### src/inc/gpt_pkg.sv
// Package with register map, field positions, pad types and reset values of the port block
package gpt_pkg;

   // Register indices; byte address is four times the index
   localparam logic [9:0] GPT_IDX_P1_FSEL = 10'h0d5;
   localparam logic [9:0] GPT_IDX_P3_FSEL = 10'h0d7;
   localparam logic [9:0] GPT_IDX_P1_LATCH = 10'h0d9;
   localparam logic [9:0] GPT_IDX_P2_LATCH = 10'h0da;
   localparam logic [9:0] GPT_IDX_P3_LATCH = 10'h0db;
   localparam logic [9:0] GPT_IDX_PORT1_DIRECTION = 10'h244;
   localparam logic [9:0] GPT_IDX_PORT1_PAD_CONFIG = 10'h245;
   localparam logic [9:0] GPT_IDX_PORT2_DIRECTION = 10'h248;
   localparam logic [9:0] GPT_IDX_PORT2_PAD_CONFIG = 10'h249;
   localparam logic [9:0] GPT_IDX_PORT3_DIRECTION = 10'h24c;

   // Byte addresses on the register bus
   localparam logic [11:0] GPT_ADDR_P1_FSEL = {GPT_IDX_P1_FSEL, 2'h0};
   localparam logic [11:0] GPT_ADDR_P3_FSEL = {GPT_IDX_P3_FSEL, 2'h0};
   localparam logic [11:0] GPT_ADDR_P1_LATCH = {GPT_IDX_P1_LATCH, 2'h0};
   localparam logic [11:0] GPT_ADDR_P2_LATCH = {GPT_IDX_P2_LATCH, 2'h0};
   localparam logic [11:0] GPT_ADDR_P3_LATCH = {GPT_IDX_P3_LATCH, 2'h0};
   localparam logic [11:0] GPT_ADDR_PORT1_DIRECTION = {GPT_IDX_PORT1_DIRECTION, 2'h0};
   localparam logic [11:0] GPT_ADDR_PORT1_PAD_CONFIG = {GPT_IDX_PORT1_PAD_CONFIG, 2'h0};
   localparam logic [11:0] GPT_ADDR_PORT2_DIRECTION = {GPT_IDX_PORT2_DIRECTION, 2'h0};
   localparam logic [11:0] GPT_ADDR_PORT2_PAD_CONFIG = {GPT_IDX_PORT2_PAD_CONFIG, 2'h0};
   localparam logic [11:0] GPT_ADDR_PORT3_DIRECTION = {GPT_IDX_PORT3_DIRECTION, 2'h0};

   // Port-one pad configuration fields
   localparam int GPT_P1CFG_PU = 0;
   localparam int GPT_P1CFG_NMOS = 1;
   localparam int GPT_P1CFG_WEAK = 2;
   localparam int GPT_P1CFG_KS = 3;
   // Port-two pad configuration fields (per pin: base plus pin number)
   localparam int GPT_P2CFG_PU = 0;
   localparam int GPT_P2CFG_NMOS = 2;

   // Bus responses
   localparam logic [1:0] GPT_RESP_OKAY = 2'h0;
   localparam logic [1:0] GPT_RESP_SLVERR = 2'h2;

   // Key-strobe pull-up window
   localparam int GPT_CLK_PERIOD_NS = 50;
   localparam int GPT_KS_WINDOW_NS = 30000;
   localparam logic [15:0] GPT_KS_CYCLES = 16'(GPT_KS_WINDOW_NS / GPT_CLK_PERIOD_NS);

   // Pad inputs sampled as synchronous levels
   typedef struct packed {
      logic [1:0] p1_in;
      logic [1:0] p2_in;
      logic [7:0] p3_in;
   } gpt_pads_in_t;

   // Side band from the LCD controller
   typedef struct packed {
      logic enable;
      logic backplane_low;
      logic [15:0] remain;
      logic [7:0] column_drive;
   } gpt_lcd_t;

   // Pad controls; an oe_n low means the pad is driven
   typedef struct packed {
      logic [1:0] p1_out;
      logic [1:0] p1_oe_n;
      logic [1:0] p1_pu_en;
      logic p1_pu_weak;
      logic [1:0] p2_out;
      logic [1:0] p2_oe_n;
      logic [1:0] p2_pu_en;
      logic [7:0] p3_out;
      logic [7:0] p3_oe_n;
   } gpt_pins_t;

   // All state of the block
   typedef struct packed {
      logic awready;
      logic wready;
      logic bvalid;
      logic [1:0] bresp;
      logic aw_have;
      logic w_have;
      logic [11:0] waddr;
      logic [7:0] wdata;
      logic wlane;
      logic arready;
      logic rvalid;
      logic [1:0] rresp;
      logic [31:0] rdata;
      logic [1:0] p1_latch;
      logic [1:0] port1_direction;
      logic [1:0] p1_fsel;
      logic [3:0] port1_pad_config;
      logic [1:0] p2_latch;
      logic [1:0] port2_direction;
      logic [3:0] port2_pad_config;
      logic [7:0] p3_latch;
      logic [1:0] port3_direction;
      logic [1:0] p3_fsel;
      gpt_pins_t pins;
   } gpt_state_t;

   localparam gpt_pins_t GPT_PINS_RST = '{p1_oe_n: 2'h3, p2_oe_n: 2'h3, default: '0};
   localparam gpt_state_t GPT_STATE_RST = '{awready: 1'h1, wready: 1'h1, arready: 1'h1,
      pins: GPT_PINS_RST, default: '0};

endpackage

### src/verilog/gpt_ports.sv
// Three small GPIO ports with carrier and LCD segment sharing, behind an AXI4-Lite slave
// Operation
// Port-one config bit 0 enables both pull-ups
// Port-one config bit 1 selects open drain
// Port-one config bit 2 selects weak pull-up
// Port-one output pin never has pull-up
// Without key strobe, pull-up stays continuous
// Key strobe: pull-up in last 30 us
// Port-one select bit 0 routes first carrier
// Port-one select bit 1 routes second carrier
// Port-two output pin drives its latch bit
// Port-two output bit reads back one
// Port-two input bit reads pad level
// Port-two direction bit: 0 in, 1 out
// Port-two config: pull-ups and open drain
// Port three: eight segment pins, nibble direction
// Port-three output drives CMOS, reads zero
// Port-three input floats, reads pad level
// Port-three direction bits set each nibble
// Select bit 0 low: pins carry segments
// Select bit 1 low: pins carry segments
// Port-one output drives latch, reads one
// Port-one direction bit: 0 in, 1 out
// Carrier drives pin only when output
// Segment nibble ignores its direction bit
`timescale 1ns/1ps
module gpt_ports
   import gpt_pkg::*;
(
   input wire logic aclk,
   input wire logic aresetn,
   input wire logic ce,
   input wire logic awvalid,
   output logic awready,
   input wire logic [11:0] awaddr,
   input wire logic [2:0] awprot,
   input wire logic wvalid,
   output logic wready,
   input wire logic [31:0] wdata,
   input wire logic [3:0] wstrb,
   output logic bvalid,
   input wire logic bready,
   output logic [1:0] bresp,
   input wire logic arvalid,
   output logic arready,
   input wire logic [11:0] araddr,
   input wire logic [2:0] arprot,
   output logic rvalid,
   input wire logic rready,
   output logic [31:0] rdata,
   output logic [1:0] rresp,
   input wire gpt_pads_in_t pads_in,
   input wire gpt_lcd_t lcd,
   input wire logic first_timer_carrier,
   input wire logic second_timer_carrier,
   output gpt_pins_t pins
);

   gpt_state_t s_q; // Registered state
   gpt_state_t s_d; // Next state
   gpt_pins_t pins_w; // Pad controls computed from current state
   logic ks_window; // Last part of the active backplane line
   logic ks_active; // Key strobe in force
   logic [1:0] carrier; // Timer carriers per port-one pin

   // Bus outputs come straight from state flops
   assign awready = s_q.awready;
   assign wready = s_q.wready;
   assign bvalid = s_q.bvalid;
   assign bresp = s_q.bresp;
   assign arready = s_q.arready;
   assign rvalid = s_q.rvalid;
   assign rdata = s_q.rdata;
   assign rresp = s_q.rresp;
   assign pins = s_q.pins;

   // Remaining-cycle count from the LCD side locates the window end
   assign ks_window = lcd.backplane_low && (lcd.remain < GPT_KS_CYCLES);
   // Strobing needs the LCD scan running, else pull-up stays steady
   assign ks_active = s_q.port1_pad_config[GPT_P1CFG_KS] && lcd.enable;
   assign carrier = {second_timer_carrier, first_timer_carrier};
   // Strength is shared by both pins
   assign pins_w.p1_pu_weak = s_q.port1_pad_config[GPT_P1CFG_WEAK];

   // Per-pin logic of ports one and two
   for (genvar i = 0; i < 2; i++) begin : g_p12
      logic p1_val; // Value presented by port-one pin
      // Carrier replaces the latch only through an output driver
      assign p1_val = s_q.p1_fsel[i] ? carrier[i] : s_q.p1_latch[i];
      assign pins_w.p1_out[i] = p1_val;
      // Open drain only pulls low; a one releases the pad
      assign pins_w.p1_oe_n[i] = !(s_q.port1_direction[i] &&
         !(s_q.port1_pad_config[GPT_P1CFG_NMOS] && p1_val));
      // Output pins lose the pull-up whatever the enable says
      assign pins_w.p1_pu_en[i] = s_q.port1_pad_config[GPT_P1CFG_PU] && !s_q.port1_direction[i] &&
         (!ks_active || ks_window);
      assign pins_w.p2_out[i] = s_q.p2_latch[i];
      assign pins_w.p2_oe_n[i] = !(s_q.port2_direction[i] &&
         !(s_q.port2_pad_config[GPT_P2CFG_NMOS + i] && s_q.p2_latch[i]));
      // Pull-up on an output pin is pointless current, so gate it off
      assign pins_w.p2_pu_en[i] = s_q.port2_pad_config[GPT_P2CFG_PU + i] && !s_q.port2_direction[i];
   end

   // Per-pin logic of port three; pin k carries column line 7-k
   for (genvar i = 0; i < 8; i++) begin : g_p3
      logic seg_mode; // Nibble handed to the LCD
      assign seg_mode = !s_q.p3_fsel[i / 4];
      // Segment use overrides the direction bit
      assign pins_w.p3_out[i] = seg_mode ? lcd.column_drive[7 - i] : s_q.p3_latch[i];
      // Always CMOS, no pull-up, float as input
      assign pins_w.p3_oe_n[i] = seg_mode ? 1'b0 : !s_q.port3_direction[i / 4];
   end

   // Next-state logic: bus slave, registers and pad controls
   always_comb begin
      s_d = s_q;
      s_d.pins = pins_w;
      // Response taken by the master
      if (s_q.bvalid && bready) begin
         s_d.bvalid = 1'b0;
      end
      // Address and data may arrive in either order
      if (s_q.awready && awvalid) begin
         s_d.aw_have = 1'b1;
         s_d.waddr = awaddr;
      end
      if (s_q.wready && wvalid) begin
         s_d.w_have = 1'b1;
         s_d.wdata = wdata[7:0];
         s_d.wlane = wstrb[0];
      end
      // Both halves present and no response pending: commit
      if (s_d.aw_have && s_d.w_have && !s_d.bvalid) begin
         s_d.aw_have = 1'b0;
         s_d.w_have = 1'b0;
         s_d.bvalid = 1'b1;
         s_d.bresp = GPT_RESP_OKAY;
         // Registers live in byte lane 0; other lanes are dropped
         case (s_d.waddr)
            GPT_ADDR_P1_FSEL: begin
               if (s_d.wlane) s_d.p1_fsel = s_d.wdata[1:0];
            end
            GPT_ADDR_P3_FSEL: begin
               if (s_d.wlane) s_d.p3_fsel = s_d.wdata[1:0];
            end
            // Latch value shows only through a driving pin
            GPT_ADDR_P1_LATCH: begin
               if (s_d.wlane) s_d.p1_latch = s_d.wdata[1:0];
            end
            // Readback comes from direction and pad, not here
            GPT_ADDR_P2_LATCH: begin
               if (s_d.wlane) s_d.p2_latch = s_d.wdata[1:0];
            end
            GPT_ADDR_P3_LATCH: begin
               if (s_d.wlane) s_d.p3_latch = s_d.wdata;
            end
            GPT_ADDR_PORT1_DIRECTION: begin
               if (s_d.wlane) s_d.port1_direction = s_d.wdata[1:0];
            end
            // Pull-up, driver type, strength, key strobe
            GPT_ADDR_PORT1_PAD_CONFIG: begin
               if (s_d.wlane) s_d.port1_pad_config = s_d.wdata[3:0];
            end
            GPT_ADDR_PORT2_DIRECTION: begin
               if (s_d.wlane) s_d.port2_direction = s_d.wdata[1:0];
            end
            // Pull-ups low bits, driver types high bits
            GPT_ADDR_PORT2_PAD_CONFIG: begin
               if (s_d.wlane) s_d.port2_pad_config = s_d.wdata[3:0];
            end
            // One bit per nibble, not per pin
            GPT_ADDR_PORT3_DIRECTION: begin
               if (s_d.wlane) s_d.port3_direction = s_d.wdata[1:0];
            end
            // Unmapped address: error, nothing stored
            default: begin
               s_d.bresp = GPT_RESP_SLVERR;
            end
         endcase
      end
      // Hold off new halves while one is parked or a response waits
      s_d.awready = !s_d.aw_have && !s_d.bvalid;
      s_d.wready = !s_d.w_have && !s_d.bvalid;
      // Read data taken by the master
      if (s_q.rvalid && rready) begin
         s_d.rvalid = 1'b0;
      end
      // Read: answer one cycle after the address is taken
      if (s_q.arready && arvalid) begin
         s_d.rvalid = 1'b1;
         s_d.rresp = GPT_RESP_OKAY;
         s_d.rdata = 32'h0000_0000;
         case (araddr)
            // Settings read back as written
            GPT_ADDR_P1_FSEL: s_d.rdata[1:0] = s_q.p1_fsel;
            GPT_ADDR_P3_FSEL: s_d.rdata[1:0] = s_q.p3_fsel;
            // Output bits read as one, input bits read the pad
            GPT_ADDR_P1_LATCH: s_d.rdata[1:0] = s_q.port1_direction | pads_in.p1_in;
            GPT_ADDR_P2_LATCH: s_d.rdata[1:0] = s_q.port2_direction | pads_in.p2_in;
            // Output nibbles read as zero; segment nibbles still show the pad
            GPT_ADDR_P3_LATCH: begin
               s_d.rdata[7:0] = pads_in.p3_in &
                  ~({{4{s_q.port3_direction[1] & s_q.p3_fsel[1]}},
                     {4{s_q.port3_direction[0] & s_q.p3_fsel[0]}}});
            end
            // Reserved bits stay zero
            GPT_ADDR_PORT1_DIRECTION: s_d.rdata[1:0] = s_q.port1_direction;
            GPT_ADDR_PORT1_PAD_CONFIG: s_d.rdata[3:0] = s_q.port1_pad_config;
            GPT_ADDR_PORT2_DIRECTION: s_d.rdata[1:0] = s_q.port2_direction;
            GPT_ADDR_PORT2_PAD_CONFIG: s_d.rdata[3:0] = s_q.port2_pad_config;
            GPT_ADDR_PORT3_DIRECTION: s_d.rdata[1:0] = s_q.port3_direction;
            // Unmapped: zero data with error
            default: s_d.rresp = GPT_RESP_SLVERR;
         endcase
      end
      // One read outstanding at a time
      s_d.arready = !s_d.rvalid;
   end

   // State register; clock enable freezes everything, but the synchronous reset still loads
   always_ff @(posedge aclk) begin
      if (!aresetn) begin
         s_q <= GPT_STATE_RST;
      end else if (ce) begin
         s_q <= s_d;
      end
   end
endmodule // gpt_ports

### config.mk
export PLATFORM = sky130hd
export DESIGN_NAME = gpt_ports
export DESIGN_NICKNAME = d
export VERILOG_FILES = /design/src/inc/gpt_pkg.sv /design/src/verilog/gpt_ports.sv
export SDC_FILE = /design/constraint.sdc
export NUM_CORES = 1
export LEC_CHECK = 0
export BUFFER_PORTS_ARGS = -buffer_cell sky130_fd_sc_hd__buf_2
export CAP_MARGIN = 25
export CORE_MARGIN = 2
export CORE_UTILIZATION = 25
export CTS_CLUSTER_SIZE = 16
export DETAILED_ROUTE_END_ITERATION = 12
export GPL_TIMING_DRIVEN = 0
export PLACE_DENSITY = 0.52
export SYNTH_ARGS = -nofsm -noshare
export SYNTH_HDL_FRONTEND = slang
export SYNTH_SLANG_ARGS = --single-unit
### constraint.sdc
create_clock -name aclk -period 6.55 [get_ports aclk]
set_clock_uncertainty 0.15 [all_clocks]
set_input_delay 0.655 -clock aclk [delete_from_list [all_inputs] [get_ports aclk]]
set_output_delay 0.655 -clock aclk [all_outputs]
set_load 0.005 [all_outputs]
; Word-level counts from Yosys, hierarchy flattened
; Index checks and enable logic that the tools add are counted.
[word_totals]
in_bits = 114
regBits = 96
elab_cells = 144
[classes]
bitwise_logic = 6
n_eq_ne = 20
n_reduce_logical = 60
n_mux = 25
magnitude_cmp = 1
[ops]
columns = cell, count
row1 = "12-bit by 10-bit == test with 1-bit output, second input constant", 10
row2 = "12-bit == test, second input constant", 10
row3 = 4-bit AND reduction, 10
row4 = 35-bit two-way mux, 1
row5 = 1-bit logical AND, 25
row6 = 1-bit logical NOT, 20
row7 = 2-bit one-hot mux with 10 select lines, 1
row8 = 10-bit OR reduction, 2
row9 = "16-bit by 10-bit less-than comparator with 1-bit output, second input constant", 1
row10 = 1-bit two-way mux, 16
row11 = 12-bit two-way mux, 1
row12 = 9-bit two-way mux, 1
row13 = 8-bit bitwise AND, 1
row14 = 8-bit inverter, 1
row15 = 2-bit one-hot mux with 3 select lines, 1
row16 = 5-bit two-way mux, 1
row17 = 2-bit two-way mux, 2
row18 = 4-bit two-way mux, 1
row19 = 2-bit bitwise OR, 2
row20 = 2-bit AND reduction, 2
row21 = 1-bit bitwise AND, 2
row22 = 1-bit logical OR, 1

; Depth between registers and ports, before layout
[depth]
ltp_word = 8
ltp_mapped = 8

; Least setup slack after synthesis
; OpenSTA, ideal clock, no wires.
[synth_timing]
path_type = input to register
from = input awvalid
to = register s_q[33] in the netlist's numbering
required_time_ns = 6.281
path_slack_ns = 3.914
n_path_buf = 2
arrival_ns = 2.367
path_stages = 7
path_cell_list = buf_4 -> a21oi_2 -> or4b_4 -> or3_4 -> or3_1 -> buf_6 -> mux2i_1
[synth_via]
elab_chain_cells = 5
elab_cells_between_ends = 7
classes_between = 1 x eq/ne / 2 x mux / 4 x reduce/logical
[synth_lines]
columns = item, line_no
row1 = start: declaration, gpt_ports.sv:33  ; input wire logic awvalid,
row2 = 1-bit logical AND (*), gpt_ports.sv:123  ; if (s_q.awready && awvalid) begin
row3 = branches (longest 3 deep; another with 12-bit two-way mux), n/a
row4 = 4-bit AND reduction (no line) (*), n/a
row5 = end signal: assignment, gpt_ports.sv:223  ; s_q <= GPT_STATE_RST;
row6 = end signal: assignment, gpt_ports.sv:225  ; s_q <= s_d;
row7 = end: declaration, gpt_ports.sv:59  ; gpt_state_t s_q;
; Mark *: on every way between the ends.
; A chain may end at the register's enable or synchronous reset.

; Worst setup path after layout
[layout_timing]
from = input araddr[7]
to = register s_q, in the netlist rdata[1]
[layout_via]
elab_chain_cells = 2
elab_cells_between_ends = 11
classes_between = 10 x eq/ne / 1 x mux
[layout_lines]
columns = item, line_no
row1 = start: declaration, gpt_ports.sv:46  ; input wire logic [11:0] araddr,
row2 = 12-bit == test / 12-bit by 10-bit == test with 1-bit output (equally long branches), gpt_ports.sv:193  ; case (araddr)
row3 = 2-bit one-hot mux with 10 select lines (*), gpt_ports.sv:193
; Every way passes the cells marked *; elsewhere a longest branch is shown, timed or not.

==> summary.md <==
| Metric | Value |
|---|---|
| Status | complete, no violations |
| Yosys top cell by area | dfxtp_1 |
| DP HPWL | 11.98 mm |
| Core area | ~20000 um^2 |
| CP Data Required Time | 6670 ps |
| Setup-failing EPs final | 0 |
| CP peak stage delay | around 610 ps |
| Syn Inst Count | 607 |
| Vias | 4677 |
| Number of fill cells | 2112 |
| Buffers & Inverters on Critical Path | 1 |
| RSZ-0062 raised after global routing | false |
| Worst Setup End Kind | flop |
| Drt first-iter violations | between 200 and 300 |
| Clock tree buffer depth | 2 |
| Die footprint | roughly 21000 um^2 |
| Critical path launch point type | primary input |
| CP top delay family | simple AND/OR/NAND/NOR gates |
| Unique masters post-synth | 60 |
| Levels on crit path | 6 |
| Pre-antenna DRT Iters | 5 |
| CP arrival | 2650 ps |
| Number of CTS-inserted buffers | 9 |
| Async set-or-reset flop fraction in the synthesized netlist | 0 |
| Global Route Usage Sum | 0.1474 |
| Final worst path period share | 0.3850 |
| Clock sink count | between 90 and 100 |
| Worst Hold Class | reg2reg |
| Part of the Yosys area used for sequential elements | 0.3637 |
| Post-DR wirelength/cell | 15.02 um |
| Final nets | 877 |
| Resized cells post-CTS | 0 |
| Psw | 0.3445 mW |
| Vias in the first global route | 4542 |
| Root Buffer | clkbuf_16 |
| Antenna-violating nets left | 0 |
| Synthesized cell area | roughly 5000 um^2 |
| Max Freq | 396.5 MHz |
| Post-layout min period | 2522 ps |
| Top FF cell, synth | dfxtp_1 |
| Layout Cells excl Fill | 1033 |
| H-tree Lvls | 3 |
| Flop and latch count out of synthesis | 91 |
| Max cap viols | 0 |
| CTS tree | yes |
| Final hold vios | 0 |
| Sw Ratio | 0.2576 |
| Num ports | between 150 and 200 |
| CP max-delay cell | nor3b_1 |
| Crit-path cells | buf_2 -> nor3b_1 -> nand4_1 -> a211oi_1 -> a2111oi_0 -> o22ai_1 |
| IO Port Bufs | 119 |
| Worst hold path depth | 2 |
| Compound-Gate Fraction of Synth Area | 0.1616 |
| Worst VDD drop | 0.0001317 V |
| Setup Total Neg Slack | 0 ps |
| PwrDens | 210.0 nW/um^2 |
| Slew @ Worst Pin | 841.9 ps |
| Leakage power total | 2.626 nW |
| Worst reg-to-reg path cell count | 7 |
| Clk_lat worst skew | 350 ps |
| Syn. warnings | 0 |
| Fraction of layout cells with a size suffix above 1 | 0.2969 |
| P_int | 0.9929 mW |
| Avg Cell Area, Syn | 8.251 um^2 |
| Max Fanout on Critical Path | 7 |
| Cells after DPL | 1016 |
| Layout area overhead | 27.15% |
| Largest net degree at the start of global routing | 17 |
| Clk pwr share | 0.439 |
| Post-CTS setup buffers | 0 |
| Grt ovf | 0 |
| Die Y | between 100 and 150 um |
| Clk slew on worst S/H paths | 70 ps |
| Post-Synth Adder-Cell Area | 0 |
| Final total power | 1.337 mW |
| Ranking of synthesized cells by area | dfxtp_1 (36%), buf_4 (10%), mux2i_1 (7.2%), nand2_1 (6.4%), a21oi_1 (4.9%) |
| Comb pwr share | 0.129 |
| Global-route wire length before repair | between 20 and 25 mm |
| Site row count | 51 |
| Vias per cell | 4.528 |
| DRC Markers | 0 |
| Hold_buf cts | 0 |
| Flop pwr share | 0.432 |
| XOR/XNOR Fraction of Synth Area | 0 |
| Initial Util | 0.2557 |
| Synth top area share | 0.3637 |
| Largest family of logic cells by synthesized area | simple AND/OR/NAND/NOR gates |
| Post-Route WL | ~16 mm |
| Crit path kind | in2reg |
| Initial antenna violation count | 0 |
| Synth Area in Simple Gates | 0.2473 |
| Layout Utilization | 0.3251 |
| Width of the die | roughly 150 um |
| Max Slew Vio Count | 0 |
| EDFF count, synth | 0 |
| Post-synthesis mux area share | 0.09668 |
| Max-slew headroom | 0.4328 |
| ANT cells | 0 |
| GP Congestion | 0.8317 |
power by group through the flow:
stage | clock (mW) | sequential (mW) | combinational (mW)
floorplan | 0 | 0.589 | 0.105
global placement | 0 | 0.591 | 0.173
detailed placement | 0 | 0.591 | 0.173
CTS | 0.601 | 0.578 | 0.173
global route | 0.620 | 0.580 | 0.192
finish | 0.587 | 0.578 | 0.172
worst paths after layout:
path	start	end	slack, ps
worst max register to register	awready$_SDFFE_PN1P_	s_q[44]$_SDFFE_PN0P_	4030
worst min-delay path	s_q[101]$_SDFFE_PN0P_	s_q[101]$_SDFFE_PN0P_	300
worst max-delay path	araddr[7]	rdata[1]$_SDFFE_PN0P_	4030
worst min register to register	s_q[101]$_SDFFE_PN0P_	s_q[101]$_SDFFE_PN0P_	300
logic make-up (layout without fill, tap and decap cells):
family / Yosys count / count (layout)
AO/OA/AOI/OAI: 120 / 120
other: 1 / 26
multiplexers: 47 / 47
flip-flops: 91 / 91
buffers and inverters: 104 / 240
AND/OR/NAND/NOR: 244 / 244
state kept, by name, indices dropped and copies added, names as in the netlist:
name,count
bvalid,1
s_q,50
pins,23
rdata,8
bresp,1
awready,1
rresp,1
arready,1
pins_w,3
rvalid,1
wready,1
cells in the mapped netlist, drive strengths merged, types with 2 or more instances:
cell type / number
nor2: 42
mux2: 11
nor3: 27
or3b: 2
a211oi: 19
nand4b: 3
o22a: 2
buf: 70
nand3b: 7
or3: 6
o2111ai: 4
and2: 3
o311ai: 3
a211o: 2
clkbuf: 26
and3: 7
nor3b: 5
nand4: 5
nor4bb: 4
and3b: 3
nand2: 86
a31oi: 3
nor4b: 5
nand2b: 14
a21oi: 50
nor2b: 4
mux2i: 36
dfxtp: 91
a22oi: 8
o22ai: 3
o21ai: 12
nand3: 16
a2111oi: 5
inv: 8
per-layer routing:
layer / vias to the layer above / global-route usage / wire, um
met5: - / 0 / 0
met4: 0 / 0.04510 / 212
met3: 11 / 0.03041 / 817
met2: 136 / 0.2517 / 7429
met1: 2146 / 0.1869 / 7060
li1: 2384 / - / -
layout make-up:
class | instances | area [um^2] | area share
plain buffers | 96 | 620.6 | 0.09745
clock buffers | 10 | 239.0 | 0.03752
clock inverters | 6 | 95.09 | 0.01493
inverters | 8 | 30.03 | 0.004715
multi-input cells | 437 | 2630 | 0.4130
flip-flops and latches | 91 | 1822 | 0.2861
well taps | 265 | 331.6 | 0.05206
repair buffers | 120 | 600.6 | 0.09430
metrics by stage:
step | setup slack [ps] | hold slack, ps | cell area [um^2]
5_1_grt | 3814 | 330.3 | 6369
3_3_place_gp | 3337 | 289.1 | 6030
6_report | 4028 | 303.2 | 6369
3_5_place_dp | 3277 | 299.4 | 6030
4_1_cts | 3640 | 307.5 | 6364
2_1_floorplan | 3914 | 282.5 | 5102
worst register-to-register path, stage by stage (launching register included):
cell and delay [ps]:
dfxtp_1 330, buf_4 170, a21oi_2 80, or4b_4 550, clkbuf_1 260, nor3_1 590
a21oi_1 140, nor3_1 180
placed cells by master (no fill, tap or decap), drive strengths merged, types with 6 or more instances in the layout:
cell type	count
nor3	27
nor2	42
o21ai	12
nand2	86
nand2b	14
inv	11
a211oi	19
dfxtp	91
a21oi	50
a22oi	8
conb	26
mux2i	36
and3	7
or3	6
buf	189
nand3	16
nand3b	7
clkbuf	37
mux2	11
Power figures use the tool's default switching activity.
